<file path="src/sfd_pkg.sv">
// sfd_pkg: constants and types of the serial flash command decoder
`default_nettype none
package sfd_pkg;
  // ==========================================================
  // framing
  localparam int SFD_BYTE_W = 8;
  localparam int SFD_ADDR_W = 22;
  localparam int SFD_ADDR_BYTES = 3;
  localparam int SFD_CNT_W = 9;
  localparam logic [2:0] SFD_BIT_RST = 3'h0;
  localparam logic [1:0] SFD_ABYTE_LAST = 2'h2;
  localparam logic [8:0] SFD_CNT_MAX = 9'h1ff;
  localparam logic [7:0] SFD_IDLE_OUT = 8'hff;
  // ==========================================================
  // opcodes
  localparam logic [7:0] OPC_READ_FAST = 8'h0b;
  localparam logic [7:0] OPC_READ_SLOW = 8'h03;
  localparam logic [7:0] OPC_ERASE_4K = 8'h20;
  localparam logic [7:0] OPC_ERASE_32K = 8'h52;
  localparam logic [7:0] OPC_ERASE_64K = 8'hd8;
  localparam logic [7:0] OPC_CHIP_A = 8'h60;
  localparam logic [7:0] OPC_CHIP_B = 8'hc7;
  localparam logic [7:0] OPC_PROGRAM = 8'h02;
  localparam logic [7:0] OPC_WR_EN = 8'h06;
  localparam logic [7:0] OPC_WR_DIS = 8'h04;
  localparam logic [7:0] OPC_PROTECT = 8'h36;
  localparam logic [7:0] OPC_UNPROTECT = 8'h39;
  localparam logic [7:0] OPC_READ_PROT = 8'h3c;
  localparam logic [7:0] OPC_READ_STAT = 8'h05;
  localparam logic [7:0] OPC_WRITE_STAT = 8'h01;
  localparam logic [7:0] OPC_READ_ID = 8'h9f;
  localparam logic [7:0] OPC_PDOWN = 8'hb9;
  localparam logic [7:0] OPC_RESUME = 8'hab;
  // ==========================================================
  // types
  typedef enum logic [4:0] {
    CMD_NONE = 5'h00, CMD_READ_FAST = 5'h01, CMD_READ_SLOW = 5'h02,
    CMD_PROGRAM = 5'h03, CMD_ERASE_4K = 5'h04, CMD_ERASE_32K = 5'h05,
    CMD_ERASE_64K = 5'h06, CMD_CHIP_ERASE = 5'h07, CMD_WR_EN = 5'h08,
    CMD_WR_DIS = 5'h09, CMD_PROTECT = 5'h0a, CMD_UNPROTECT = 5'h0b,
    CMD_READ_PROT = 5'h0c, CMD_READ_STAT = 5'h0d, CMD_WRITE_STAT = 5'h0e,
    CMD_READ_ID = 5'h0f, CMD_PDOWN = 5'h10, CMD_RESUME = 5'h11
  } sfd_cmd_t;
  typedef enum logic [1:0] {
    SRC_ARRAY = 2'b00, SRC_PROT = 2'b01, SRC_STATUS = 2'b10, SRC_ID = 2'b11
  } sfd_src_t;
  typedef struct packed {
    sfd_src_t src;
    logic [SFD_ADDR_W-1:0] addr;
  } sfd_fetch_t;
  typedef struct packed {
    sfd_cmd_t cmd;
    logic [SFD_ADDR_W-1:0] addr;
    logic [SFD_CNT_W-1:0] nbytes;
  } sfd_done_t;
endpackage : sfd_pkg
`default_nettype wire

</file>
<file path="src/sfd_decoder.sv">
// sfd_decoder: spi slave framing, opcode decode and read streaming
// How it works
// - all bytes shift most significant bit first
// - unknown opcode ignored until next select
// - release during opcode or address aborts, back to idle
// - three address bytes, top two bits dropped
// - fast read has dummy byte, slow none
// - program 02h, address then data bytes
// - three block erase opcodes with address
// - 3ch reads protection bytes after address
// - 9fh streams identification bytes, no address
// - b9h and abh decoded without operands
// - read counter loaded then auto increments
// - after header each clock shifts data out
// - counter wraps to zero with no gap
// - select release ends read, output floats
// - sample on rising, drive on falling sck
// - 60h and c7h both erase whole chip
`timescale 1ns/10ps
`default_nettype none
module sfd_decoder #(
  parameter int BUF_DEPTH = 2
) (
  input wire logic mclk_i,
  input wire logic rstn_i,
  input wire logic cs_n_i,
  input wire logic sck_i,
  input wire logic si_i,
  output logic so_o,
  output logic so_oe_n_o,
  output logic fetch_valid_o,
  input wire logic fetch_ready_i,
  output sfd_pkg::sfd_fetch_t fetch_o,
  input wire logic fdata_valid_i,
  output logic fdata_ready_o,
  input wire logic [7:0] fdata_i,
  output logic wbyte_valid_o,
  output logic [7:0] wbyte_o,
  output logic done_valid_o,
  output sfd_pkg::sfd_done_t done_o,
  output logic abort_o,
  output logic underrun_o
);
  import sfd_pkg::*;

  localparam int PW = $clog2(BUF_DEPTH);
  localparam int CW = $clog2(BUF_DEPTH + 1);
  localparam logic [CW:0] DEPTH_C = (CW + 1)'(BUF_DEPTH);

  initial begin
    if (BUF_DEPTH < 2 || (BUF_DEPTH & (BUF_DEPTH - 1)) != 0) begin
      $error("BUF_DEPTH must be a power of two, at least 2");
    end
  end

  typedef enum logic [2:0] {
    ST_IDLE = 3'b000, ST_OPC = 3'b001, ST_ADDR = 3'b010, ST_DUMMY = 3'b011,
    ST_OUT = 3'b100, ST_IN = 3'b101, ST_HOLD = 3'b110, ST_SKIP = 3'b111
  } sfd_state_t;

  // opcode decode: command plus needs of address, dummy, direction
  typedef struct packed {
    sfd_cmd_t cmd;
    logic adr;
    logic dum;
    logic out;
    logic inp;
  } sfd_fmt_t;

  function automatic sfd_fmt_t decode(input logic [7:0] op);
    sfd_fmt_t f;
    f = '{CMD_NONE, 1'b0, 1'b0, 1'b0, 1'b0};
    case (op)
      // fast read takes a dummy byte, slow read none
      OPC_READ_FAST: f = '{CMD_READ_FAST, 1'b1, 1'b1, 1'b1, 1'b0};
      OPC_READ_SLOW: f = '{CMD_READ_SLOW, 1'b1, 1'b0, 1'b1, 1'b0};
      OPC_PROGRAM: f = '{CMD_PROGRAM, 1'b1, 1'b0, 1'b0, 1'b1};
      OPC_ERASE_4K: f = '{CMD_ERASE_4K, 1'b1, 1'b0, 1'b0, 1'b0};
      OPC_ERASE_32K: f = '{CMD_ERASE_32K, 1'b1, 1'b0, 1'b0, 1'b0};
      OPC_ERASE_64K: f = '{CMD_ERASE_64K, 1'b1, 1'b0, 1'b0, 1'b0};
      OPC_CHIP_A, OPC_CHIP_B: f = '{CMD_CHIP_ERASE, 1'b0, 1'b0, 1'b0, 1'b0};
      OPC_WR_EN: f = '{CMD_WR_EN, 1'b0, 1'b0, 1'b0, 1'b0};
      OPC_WR_DIS: f = '{CMD_WR_DIS, 1'b0, 1'b0, 1'b0, 1'b0};
      OPC_READ_STAT: f = '{CMD_READ_STAT, 1'b0, 1'b0, 1'b1, 1'b0};
      OPC_WRITE_STAT: f = '{CMD_WRITE_STAT, 1'b0, 1'b0, 1'b0, 1'b1};
      OPC_PROTECT: f = '{CMD_PROTECT, 1'b1, 1'b0, 1'b0, 1'b0};
      OPC_UNPROTECT: f = '{CMD_UNPROTECT, 1'b1, 1'b0, 1'b0, 1'b0};
      OPC_READ_PROT: f = '{CMD_READ_PROT, 1'b1, 1'b0, 1'b1, 1'b0};
      OPC_READ_ID: f = '{CMD_READ_ID, 1'b0, 1'b0, 1'b1, 1'b0};
      OPC_PDOWN: f = '{CMD_PDOWN, 1'b0, 1'b0, 1'b0, 1'b0};
      OPC_RESUME: f = '{CMD_RESUME, 1'b0, 1'b0, 1'b0, 1'b0};
      default: f = '{CMD_NONE, 1'b0, 1'b0, 1'b0, 1'b0};
    endcase
    return f;
  endfunction : decode

  // ==========================================================
  // pin synchronisers and edge detection
  logic cs_s1_r, cs_s2_r, cs_d_r;
  logic sck_s1_r, sck_s2_r, sck_d_r;
  logic si_s1_r, si_s2_r;
  logic sck_rise, sck_fall, cs_fall, cs_rise, frame_end;

  // pins come from the host's domain; first stage feeds only the second
  always_ff @(posedge mclk_i) begin
    if (!rstn_i) begin
      cs_s1_r <= 1'b1;
      cs_s2_r <= 1'b1;
      cs_d_r <= 1'b1;
      sck_s1_r <= 1'b0;
      sck_s2_r <= 1'b0;
      sck_d_r <= 1'b0;
      si_s1_r <= 1'b0;
      si_s2_r <= 1'b0;
    end else begin
      cs_s1_r <= cs_n_i;
      cs_s2_r <= cs_s1_r;
      cs_d_r <= cs_s2_r;
      sck_s1_r <= sck_i;
      sck_s2_r <= sck_s1_r;
      sck_d_r <= sck_s2_r;
      si_s1_r <= si_i;
      si_s2_r <= si_s1_r;
    end
  end

  // edges qualified by an active select; si shares sck's delay
  assign sck_rise = sck_s2_r && !sck_d_r && !cs_s2_r;
  assign sck_fall = !sck_s2_r && sck_d_r && !cs_s2_r;
  assign cs_fall = !cs_s2_r && cs_d_r;
  assign cs_rise = cs_s2_r && !cs_d_r;

  // ==========================================================
  // receive shifter and frame state
  sfd_state_t state_r;
  sfd_fmt_t fmt_r, fmt_nxt;
  logic [2:0] bit_r;
  logic [7:0] rx_r, rx_nxt;
  logic [1:0] abyte_r;
  logic [23:0] addr_r, addr_nxt;
  logic [SFD_CNT_W-1:0] nbytes_r;
  logic byte_done;

  // msb arrives first, so shift left
  assign rx_nxt = {rx_r[6:0], si_s2_r};
  assign byte_done = sck_rise && (bit_r == 3'h7);
  assign addr_nxt = {addr_r[15:0], rx_nxt};
  assign fmt_nxt = decode(rx_nxt);
  assign frame_end = cs_rise;

  // bit counter and shifter of the incoming stream
  always_ff @(posedge mclk_i) begin
    if (!rstn_i || cs_fall) begin
      bit_r <= SFD_BIT_RST;
      rx_r <= '0;
    end else if (sck_rise) begin
      bit_r <= bit_r + 3'h1;
      rx_r <= rx_nxt;
    end
  end

  // header walk: opcode, address, dummy, then payload direction
  always_ff @(posedge mclk_i) begin
    if (!rstn_i) begin
      state_r <= ST_IDLE;
      fmt_r <= '{CMD_NONE, 1'b0, 1'b0, 1'b0, 1'b0};
      abyte_r <= 2'h0;
      addr_r <= '0;
    end else if (cs_rise) begin
      // release at any bit ends the frame
      state_r <= ST_IDLE;
    end else if (cs_fall) begin
      // select opens a frame with the opcode byte
      state_r <= ST_OPC;
      abyte_r <= 2'h0;
    end else if (byte_done) begin
      case (state_r)
        ST_OPC: begin
          fmt_r <= fmt_nxt;
          // unknown opcode: swallow input until reselect
          if (fmt_nxt.cmd == CMD_NONE) begin
            state_r <= ST_SKIP;
          end else if (fmt_nxt.adr) begin
            state_r <= ST_ADDR;
          end else if (fmt_nxt.out) begin
            state_r <= ST_OUT;
          end else if (fmt_nxt.inp) begin
            state_r <= ST_IN;
          end else begin
            state_r <= ST_HOLD;
          end
        end
        ST_ADDR: begin
          // three address bytes gathered msb first
          addr_r <= addr_nxt;
          abyte_r <= abyte_r + 2'h1;
          if (abyte_r == SFD_ABYTE_LAST) begin
            if (fmt_r.dum) begin
              state_r <= ST_DUMMY;
            end else if (fmt_r.out) begin
              state_r <= ST_OUT;
            end else if (fmt_r.inp) begin
              state_r <= ST_IN;
            end else begin
              state_r <= ST_HOLD;
            end
          end
        end
        ST_DUMMY: state_r <= ST_OUT;
        // status write takes exactly one byte, the rest is ignored
        ST_IN: begin
          if (fmt_r.cmd == CMD_WRITE_STAT) begin
            state_r <= ST_HOLD;
          end
        end
        default: state_r <= state_r;
      endcase
    end
  end

  // ==========================================================
  // data bytes in, and the closing report at select release
  always_ff @(posedge mclk_i) begin
    if (!rstn_i) begin
      wbyte_valid_o <= 1'b0;
      wbyte_o <= '0;
      nbytes_r <= '0;
    end else begin
      wbyte_valid_o <= 1'b0;
      if (cs_fall) begin
        nbytes_r <= '0;
      end else if (byte_done && state_r == ST_IN && !cs_rise) begin
        // each complete data byte passed on
        wbyte_valid_o <= 1'b1;
        wbyte_o <= rx_nxt;
        if (nbytes_r != SFD_CNT_MAX) begin
          nbytes_r <= nbytes_r + 9'h1;
        end
      end
    end
  end

  always_ff @(posedge mclk_i) begin
    if (!rstn_i) begin
      done_valid_o <= 1'b0;
      abort_o <= 1'b0;
      done_o <= '0;
    end else begin
      done_valid_o <= 1'b0;
      abort_o <= 1'b0;
      if (cs_rise) begin
        case (state_r)
          // opcode or address incomplete: nothing happens
          ST_OPC, ST_ADDR: abort_o <= 1'b1;
          ST_IN: begin
            // writes need at least one complete data byte
            abort_o <= (nbytes_r == '0);
            done_valid_o <= (nbytes_r != '0);
          end
          ST_DUMMY, ST_OUT, ST_HOLD: done_valid_o <= 1'b1;
          default: done_valid_o <= 1'b0;
        endcase
        done_o <= '{fmt_r.cmd, addr_r[SFD_ADDR_W-1:0], nbytes_r};
      end
    end
  end

  // ==========================================================
  // fetch side: address counter and credits toward the buffer
  logic fetch_en_r, drop_r;
  logic [SFD_ADDR_W-1:0] fcnt_r;
  sfd_src_t src_r;
  logic [CW-1:0] infl_r, cnt_r;
  logic req_fire, rsp_fire, push, pop, hdr_done;
  logic [7:0] buf_r [BUF_DEPTH];
  logic [PW-1:0] wptr_r, rptr_r;

  // header is complete once address (or opcode alone) is in
  assign hdr_done = byte_done && !cs_rise && (
    (state_r == ST_OPC && fmt_nxt.out && !fmt_nxt.adr) ||
    (state_r == ST_ADDR && abyte_r == SFD_ABYTE_LAST && fmt_r.out));

  // a request is issued only with room for its answer
  assign fetch_valid_o = fetch_en_r && !drop_r &&
    (({1'b0, cnt_r} + {1'b0, infl_r}) < DEPTH_C);
  assign fetch_o = '{src_r, fcnt_r};
  assign req_fire = fetch_valid_o && fetch_ready_i;
  // late answers of a closed frame are taken and thrown away
  assign fdata_ready_o = drop_r || ((CW + 1)'(cnt_r) < DEPTH_C);
  assign rsp_fire = fdata_valid_i && fdata_ready_o;
  assign push = rsp_fire && !drop_r && !frame_end;

  always_ff @(posedge mclk_i) begin
    if (!rstn_i) begin
      fetch_en_r <= 1'b0;
      src_r <= SRC_ARRAY;
      fcnt_r <= '0;
    end else if (frame_end) begin
      fetch_en_r <= 1'b0;
    end else if (hdr_done) begin
      // counter loaded from the start address
      fetch_en_r <= 1'b1;
      fcnt_r <= (state_r == ST_ADDR) ? addr_nxt[SFD_ADDR_W-1:0] : '0;
      case (state_r == ST_OPC ? fmt_nxt.cmd : fmt_r.cmd)
        CMD_READ_PROT: src_r <= SRC_PROT;
        CMD_READ_STAT: src_r <= SRC_STATUS;
        CMD_READ_ID: src_r <= SRC_ID;
        default: src_r <= SRC_ARRAY;
      endcase
    end else if (req_fire) begin
      // natural wrap from the top address to zero
      fcnt_r <= fcnt_r + 1'b1;
    end
  end

  // in-flight tracking; drop mode lasts until all answers are back
  always_ff @(posedge mclk_i) begin
    if (!rstn_i) begin
      infl_r <= '0;
      drop_r <= 1'b0;
    end else begin
      infl_r <= infl_r + CW'(req_fire) - CW'(rsp_fire);
      if (frame_end && (infl_r + CW'(req_fire) - CW'(rsp_fire)) != '0) begin
        drop_r <= 1'b1;
      end else if (infl_r == CW'(rsp_fire) && !req_fire) begin
        drop_r <= 1'b0;
      end
    end
  end

  // ==========================================================
  // BUF_DEPTH-entry buffer (two by default): absorbs fetch latency so no word is lost
  always_ff @(posedge mclk_i) begin
    if (!rstn_i || frame_end) begin
      wptr_r <= '0;
      rptr_r <= '0;
      cnt_r <= '0;
    end else begin
      if (push) begin
        wptr_r <= wptr_r + 1'b1;
      end
      if (pop) begin
        rptr_r <= rptr_r + 1'b1;
      end
      cnt_r <= cnt_r + CW'(push) - CW'(pop);
    end
  end

  always_ff @(posedge mclk_i) begin
    if (push) begin
      buf_r[wptr_r] <= fdata_i;
    end
  end

  // ==========================================================
  // output shifter on falling sck
  logic [2:0] obit_r;
  logic [7:0] osh_r;
  logic load;

  assign load = sck_fall && state_r == ST_OUT && obit_r == SFD_BIT_RST;
  assign pop = load && cnt_r != '0;

  always_ff @(posedge mclk_i) begin
    if (!rstn_i) begin
      obit_r <= SFD_BIT_RST;
      osh_r <= SFD_IDLE_OUT;
      so_o <= 1'b1;
      underrun_o <= 1'b0;
    end else begin
      underrun_o <= 1'b0;
      if (state_r != ST_OUT) begin
        obit_r <= SFD_BIT_RST;
      end else if (sck_fall) begin
        // one bit per clock once the header is in
        obit_r <= obit_r + 3'h1;
        if (load) begin
          // msb leaves first
          // missing data (fetch too slow) shows as ones
          osh_r <= pop ? {buf_r[rptr_r][6:0], 1'b1} : SFD_IDLE_OUT;
          so_o <= pop ? buf_r[rptr_r][7] : 1'b1;
          underrun_o <= !pop;
        end else begin
          so_o <= osh_r[7];
          osh_r <= {osh_r[6:0], 1'b1};
        end
      end
    end
  end

  // output released as soon as select rises
  assign so_oe_n_o = !(state_r == ST_OUT && !cs_s2_r);

endmodule : sfd_decoder
`default_nettype wire

</file>
<file path="config.mk">
export PLATFORM = sky130hd
export DESIGN_NAME = sfd_decoder
export DESIGN_NICKNAME = d
export VERILOG_FILES = /design/src/sfd_pkg.sv /design/src/sfd_decoder.sv
export SDC_FILE = /design/constraint.sdc
export NUM_CORES = 1
export LEC_CHECK = 0
export BUFFER_PORTS_ARGS = -buffer_cell sky130_fd_sc_hd__buf_2
export CAP_MARGIN = 20
export CORE_UTILIZATION = 43
export DETAILED_ROUTE_END_ITERATION = 7
export HOLD_SLACK_MARGIN = 0.06
export PLACE_DENSITY = 0.67
export SLEW_MARGIN = 20
export SYNTH_ARGS = -nofsm -noshare
export SYNTH_HDL_FRONTEND = slang
export SYNTH_SLANG_ARGS = --single-unit
</file>
<file path="constraint.sdc">
create_clock -name mclk_i -period 2.7 [get_ports mclk_i]
set_input_delay 0.135 -clock mclk_i [delete_from_list [all_inputs] [get_ports mclk_i]]
set_output_delay 0.135 -clock mclk_i [all_outputs]
set_load 0.02 [all_outputs]
</file>
======== Yosys cells after proc, flatten, opt, wreduce, memory -nomap -nowiden ========
Memory sizes are Yosys's and may differ from the RTL's. A register that Yosys moved wholly into a read port is not among the register bits.
Index checks and enable logic that the tools add are counted.
W data, S select, Z words.
cells by class
  mux-type cells .......................... 34
  equality and inequality tests ........... 37
  reductions and logical operators ........ 73
  bitwise operators ....................... 6
  magnitude comparators ................... 2
  add/sub/neg operators ................... 12
operator list
  cell                     number
  $pmux W9 S17             1
  $mux W22                 3
  $eq A8 B8 Y1 const B     5
  $eq A8 B6 Y1 const B     4
  $logic_and A1 B1 Y1      27
  $eq A8 B3 Y1 const B     3
  $add A22 B1 Y22 const B  1
  $eq A5 B4 Y1 const B     4
  $eq A8 B2 Y1 const B     2
  $eq A8 B7 Y1 const B     2
  $mux W8                  2
  $reduce_and A4 Y1        4
  $mux W3                  5
  $mux W2                  7
  $eq A3 B3 Y1 const B     4
  $pmux W3 S4              1
  $reduce_and A2 Y1        6
  $reduce_bool A2 Y1       6
  $logic_not A1 Y1         11
  $mux W1                  11
  $reduce_or A2 Y1         5
  $add A9 B1 Y9 const B    1
  $logic_not A9 Y1         1
  $ne A9 B9 Y1 const B     1
  31 further kinds         47
storage, ports and cells
  word-level logic and storage cells ...... 203
  memories kept ........................... 1
  bits in registers ....................... 154
  bits in writable memories ............... 16
  output and inout port bits .............. 76
  input bits .............................. 15
memories
  memory  depth  bits a word  rd ports  clocked after Yosys merged registers in  wr ports  RTL line            text
  buf_r   2      8            1         1                                        1         sfd_decoder.sv:275  logic [7:0] buf_r [BUF_DEPTH];

======== Logic depth before layout (Yosys ltp) ========
  word-level depth ........................ 10
  mapped depth ............................ 13
  gate-level depth less buffers ........... 13

======== Least setup slack after synthesis ========
OpenSTA, ideal clock, no wires.
  kind .................................... register -> register
  from .................................... register cnt_r[0]
  to ...................................... register drop_r
  path buffers ............................ 0
  period minus slack after synthesis ...... 2.608 ns
  cell stages (with the launch flop) ...... 14
  data required time ...................... 2.630 ns
  arrival ................................. 2.538 ns
  library setup time ...................... 0.070 ns
  setup slack ............................. 0.092 ns
  path through ............................ dfxtp_1 > and2_1 > fa_1 > nor2_1 > nand2_1 > nor2_1 > nand2_1 > ha_1 > inv_1 > ha_1 > xnor2_1 > xnor2_1 > o21ai_0 > a21oi_1
between the ends
  cells in the longest elaborated chain, start to end .. 9
  elaborated cells on any way between the ends .. 16
  classes of those cells .................. add/sub: 3; order compare: 2; eq/ne: 1; mux: 1; reduce/logical: 9
ends and longest elaborated chain
  item                                           RTL line            text
  start: declaration                             sfd_decoder.sv:273  logic [CW-1:0] infl_r, cnt_r;
  start signal: assignment                       sfd_decoder.sv:345  cnt_r <= cnt_r + CW'(push) - CW'(pop);
  $add A2 B2 Y3 *                                sfd_decoder.sv:285  (({1'b0, cnt_r} + {1'b0, infl_r}) < DEPTH_C);
  $lt A3 B2 Y1 *                                 sfd_decoder.sv:285
  $logic_and A1 B1 Y1 *                          sfd_decoder.sv:284  assign fetch_valid_o = fetch_en_r && !drop_r &&
  net fetch_valid_o                              sfd_decoder.sv:31   output logic fetch_valid_o,
  $logic_and A1 B1 Y1 *                          sfd_decoder.sv:287  assign req_fire = fetch_valid_o && fetch_ready_i;
  $add A2 B1 Y2                                  sfd_decoder.sv:323  if (frame_end && (infl_r + CW'(req_fire) - CW'(rsp_fire)) != '0) begin
  $sub A2 B1 Y2                                  sfd_decoder.sv:323
  $reduce_bool A2 Y1                             sfd_decoder.sv:323
  $logic_and A1 B1 Y1                            sfd_decoder.sv:323
  $mux W1 or $reduce_bool A2 Y1 (tied branches)  n/a
  end signal: assignment                         sfd_decoder.sv:320  drop_r <= 1'b0;
  end signal: assignment                         sfd_decoder.sv:324  drop_r <= 1'b1;
  end signal: assignment                         sfd_decoder.sv:326  drop_r <= 1'b0;
  end: declaration                               sfd_decoder.sv:270  logic fetch_en_r, drop_r;
Mark *: on every way through the listed nets, which the timed path passes. The rest lies on a longest branch.
A chain may end at the register's enable or synchronous reset.

======== Worst setup path after layout ========
  from .................................... register state_r[1]
  to ...................................... register fcnt_r[10]
between the ends
  cells in the longest elaborated chain, start to end .. 7
  elaborated cells on any way between the ends .. 12
  classes of those cells .................. eq/ne: 2; mux: 2; reduce/logical: 8
ends and longest elaborated chain
  item                                                        RTL line                                                    text
  start: declaration                                          sfd_decoder.sv:135                                          sfd_state_t state_r;
  start signal: assignment                                    sfd_decoder.sv:216                                          default: state_r <= state_r;
  $eq A3 B1 Y1 or $eq A3 B2 Y1 (tied branches)                sfd_decoder.sv:280, sfd_decoder.sv:281, sfd_decoder.sv:303
  $logic_and A1 B1 Y1, on equally long branches (2 in a row)  sfd_decoder.sv:280, sfd_decoder.sv:281
  $logic_or A1 B1 Y1                                          sfd_decoder.sv:280                                          (state_r == ST_OPC && fmt_nxt.out && !fmt_nxt.adr) ||
  $logic_and A1 B1 Y1                                         sfd_decoder.sv:279                                          assign hdr_done = byte_done && !cs_rise && (
  $reduce_bool A2 Y1 (no source line)                         n/a
  $reduce_and A2 Y1 (no source line)                          n/a
  end signal: assignment                                      sfd_decoder.sv:303                                          fcnt_r <= (state_r == ST_ADDR) ? addr_nxt[SFD_ADDR_W-1:0] : '0;
  end signal: assignment                                      sfd_decoder.sv:312                                          fcnt_r <= fcnt_r + 1'b1;
  end: declaration                                            sfd_decoder.sv:271                                          logic [SFD_ADDR_W-1:0] fcnt_r;
Several ways; a longest one is shown, not always the timed one.

==> key figures <==
Outcome
  – Status: finished, final reports clean

Logic synthesis
  – Post-synthesis xor/xnor area fraction: 3.31%
  – Main combinational cell family by area after synthesis: simple AND/OR/NAND/NOR gates
  – Post-synth EDFFs: 16
  – #FFs+latches synth: 170
  – Synth warnings: 0
  – Primary FF master, synth: dfxtp_1
  – Avg Cell Area, Syn: 8.97 µm²
  – Post-synth top area share: 38.8%
  – Multiplexer share of the synthesized area: 6.06%
  – Synth Area in Simple Gates: 23.1%
  – Top post-synthesis cells by area: dfxtp_1 39%, edfxtp_1 6.0%, mux2i_1 5.9%
  – Compound-Gate Fraction of Synth Area: 15.1%
  – Dominant cell type by area after synthesis: dfxtp_1
  – Mapped Area: 7950 µm²
  – Syn_nets: 917
  – Syn Inst Count: 886
  – Post-synthesis sequential area ratio: 44.8%
  – Yosys cell types: 78
  – Adder-cell share of the synthesized area: 2.61%
  – Post-synthesis async set-or-reset flop share: 0%

Clock network
  – Clk slew on worst S/H paths: 0.07 ns
  – TritonCTS clock tree: yes
  – CTS Buf Count: 17
  – Post-CTS setup buffer count: 0
  – Clk sinks: 170
  – Root Buffer Master: clkbuf_16
  – H-tree depth: 4
  – Clock buffer depth: 2
  – Worst skew pair latency: 0.44 ns

Drt
  – Post-Route WL: 19700 µm
  – WL/cell: 16.1 µm
  – DRT antenna net count: 0
  – Pre-Repair DR Iteration Count: 5
  – Initial DRC count: 635
  – Vias per inst: 5.50
  – Via count: 6741
  – Drt drc: 0

STA
  – Post-layout min period: 2.52 ns
  – Worst-Margin Slew: 0.757 ns
  – Final period util: 93.3%
  – Setup TNS: 0 ns
  – Worst hold margin: 0.0914 ns
  – Max Slew Vio Count: 0
  – Relative slew slack: 49.5%
  – RSZ-0062 raised after global routing: true
  – Hold Vio Cnt, Final: 0
  – Setup Skew: 0.00774 ns
  – FMAX: 397 MHz
  – # setup viols final: 0

Final layout
  – Final net count: 1015
  – Most frequent cells in the layout: 152 x dfxtp_1, 95 x nand2_1, 90 x buf_2
  – Antenna cells: 0
  – Reg area: 3570 µm²
  – Commonest non-fill, non-tap cell in the layout: dfxtp_1
  – Share of layout cells above drive strength 1: 21.0%
  – Fillers: 1682
  – Area grow syn2layout: 18.9%
  – Area of the multi-input gates: 4010 µm²

Pwr
  – Leakage power: 0.00356 µW
  – Clock Power Share: 46.6%
  – Sequential share of power: 49.4%
  – Psw: 1290 µW
  – Pwr/cell area: 560 nW/µm²
  – Internal power: 4000 µW
  – Sw Ratio: 24.5%
  – Worst vdd ir: 0.000429 V
  – Logic gate share of total power: 4.0%

Critical path
  – Nature of the critical path endpoint: flip-flop
  – WS Path Type: reg2reg
  – Crit-path slowest cell: or3b_2
  – Crit-path leading delay family: simple AND/OR/NAND/NOR gates
  – Worst-path fanout max: 10
  – Worst path bufs/invs: 1
  – CP Data Required Time: 3.04 ns
  – Worst Setup Start Kind: flip-flop
  – CP peak stage delay: 0.56 ns
  – CP cell instances: or3b_2 > nor3_1 > nand3_1 > buf_4 > nand2_1 > nor2_1 > a221oi_1
  – Crit path DAT: 2.86 ns

Global route
  – Initial antenna violation count: 0
  – First-pass GRT wire length: 32500 µm
  – Largest net degree at the start of global routing: 38
  – GRT overflow: 0
  – Vias in the first global route: 6305
  – Gr usage total: 22.1%

Die
  – Core Footprint: 18000 µm²
  – Rows: 49
  – Starting density of the core: 44.1%
  – DIE AREA: 19000 µm²
  – Die X: 138 µm
  – Die Ht: 138 µm
  – I/O pins: 91

Hold path
  – Hold Path Class: in2reg

Place
  – Post-DP HPWL: 13900 µm
  – GP Congestion: 0.907
  – I/O Buffers: 90

Job
  – Maxcap violations: 0
power groups by stage:
stage / registers, µW / logic [µW] / clock network, µW
final: 2610 / 212 / 2470
after global routing: 2620 / 236 / 2620
after CTS: 2610 / 209 / 2520
after detailed placement: 2670 / 197 / 0
after global placement: 2670 / 194 / 0
after floorplan: 2660 / 142 / 0
synth_stat cells (all sizes together) (4+ instances only):
master,instances
o21ai,29
and2,12
o211ai,16
o22ai,4
dfxtp,154
mux2i,47
nand2b,8
a221oi,4
nor3,20
nand3,33
nor3b,7
ha,15
a31oi,8
and4,4
and3,8
or3,6
edfxtp,16
a21oi,79
inv,26
a22oi,4
a32o,4
nand4,16
nand2,96
nand4b,4
nor2b,13
nor2,91
xnor2,16
nor4,7
clkbuf,45
xor2,14
nor4b,5
a211oi,15
buf,20
final timing paths:
| check | end | from | cells after the start | slack (ns) |
|---|---|---|---|---|
| setup / recovery | fcnt_r[10]$_SDFFE_PN0P_ | state_r[1]$_SDFFE_PP0P_ | 7 | 0.18 |
| hold / removal | fcnt_r[9]$_SDFFE_PN0P_ | rstn_i | 3 | 0.09 |
| setup reg to reg | fcnt_r[10]$_SDFFE_PN0P_ | state_r[1]$_SDFFE_PP0P_ | 7 | 0.18 |
| hold reg to reg | cs_s2_r$_SDFF_PN1_ | cs_s1_r$_SDFF_PN1_ | 1 | 0.41 |
per-stage QoR:
step | instance area (µm²) | total power (µW) | utilization [%] | setup WS (ns) | instances
after global placement | 8730 | 2860 | 48.5 | 0.181 | 1183
after floorplan | 7950 | 2800 | - | 0.0920 | 886
after global routing | 9450 | 5480 | 52.4 | -0.00874 | 1226
final | 9450 | 5290 | 52.4 | 0.180 | 1226
after detailed placement | 8730 | 2870 | 48.5 | 0.175 | 1183
after CTS | 9440 | 5340 | 52.4 | 0.147 | 1226
layer usage:
layer	part of all wire, %	up-vias	GRT usage (%)
li1	-	3346	-
met1	47	3162	29.8
met2	45	199	33.9
met3	5.4	34	4.90
met4	2.2	0	8.82
met5	0	-	0
sequential cells by signal, indices dropped and copies added, names as in the netlist, 3 cells and up, named ones only:
| register | cells |
|---|---|
| done_o | 36 |
| wbyte_o | 8 |
| state_r | 3 |
| fmt_r | 8 |
| rx_r | 7 |
| obit_r | 3 |
| osh_r | 7 |
| fcnt_r | 22 |
| bit_r | 3 |
| addr_r | 22 |
| nbytes_r | 9 |
| buf_r | 16 |
timing repair:
item	4_1_cts	5_1_grt
gates resized for setup	0	4
endpoints found under the setup margin	0	4
hold buffers	11	0
hold endpoints to repair	19	0
worst register-to-register path, stage by stage, from the launching register on:
cell      delay [ns]
dfxtp_1         0.49
or3b_2          0.56
nor3_1          0.32
nand3_1         0.22
buf_4           0.21
nand2_1         0.17
nor2_1          0.12
a221oi_1        0.32
cell type report:
cell class	instances	share of cell area (%)
Tap cell	229	3.03
Clock inverter	15	1.79
Multi-Input combinational cell	625	42.4
Inverter	26	1.05
Clock buffer	17	4.50
Sequential cell	170	37.7
Timing Repair Buffer	144	9.48
logic make-up after synthesis:
family | count (synthesis)
AOI/OAI and AO/OA | 184
DFF | 170
buffers and inverters | 91
xor gates and xnor gates | 30
and+or+nand+nor | 347
muxes | 48
adders and majority gates | 16
(Power assumes the default switching activity.)
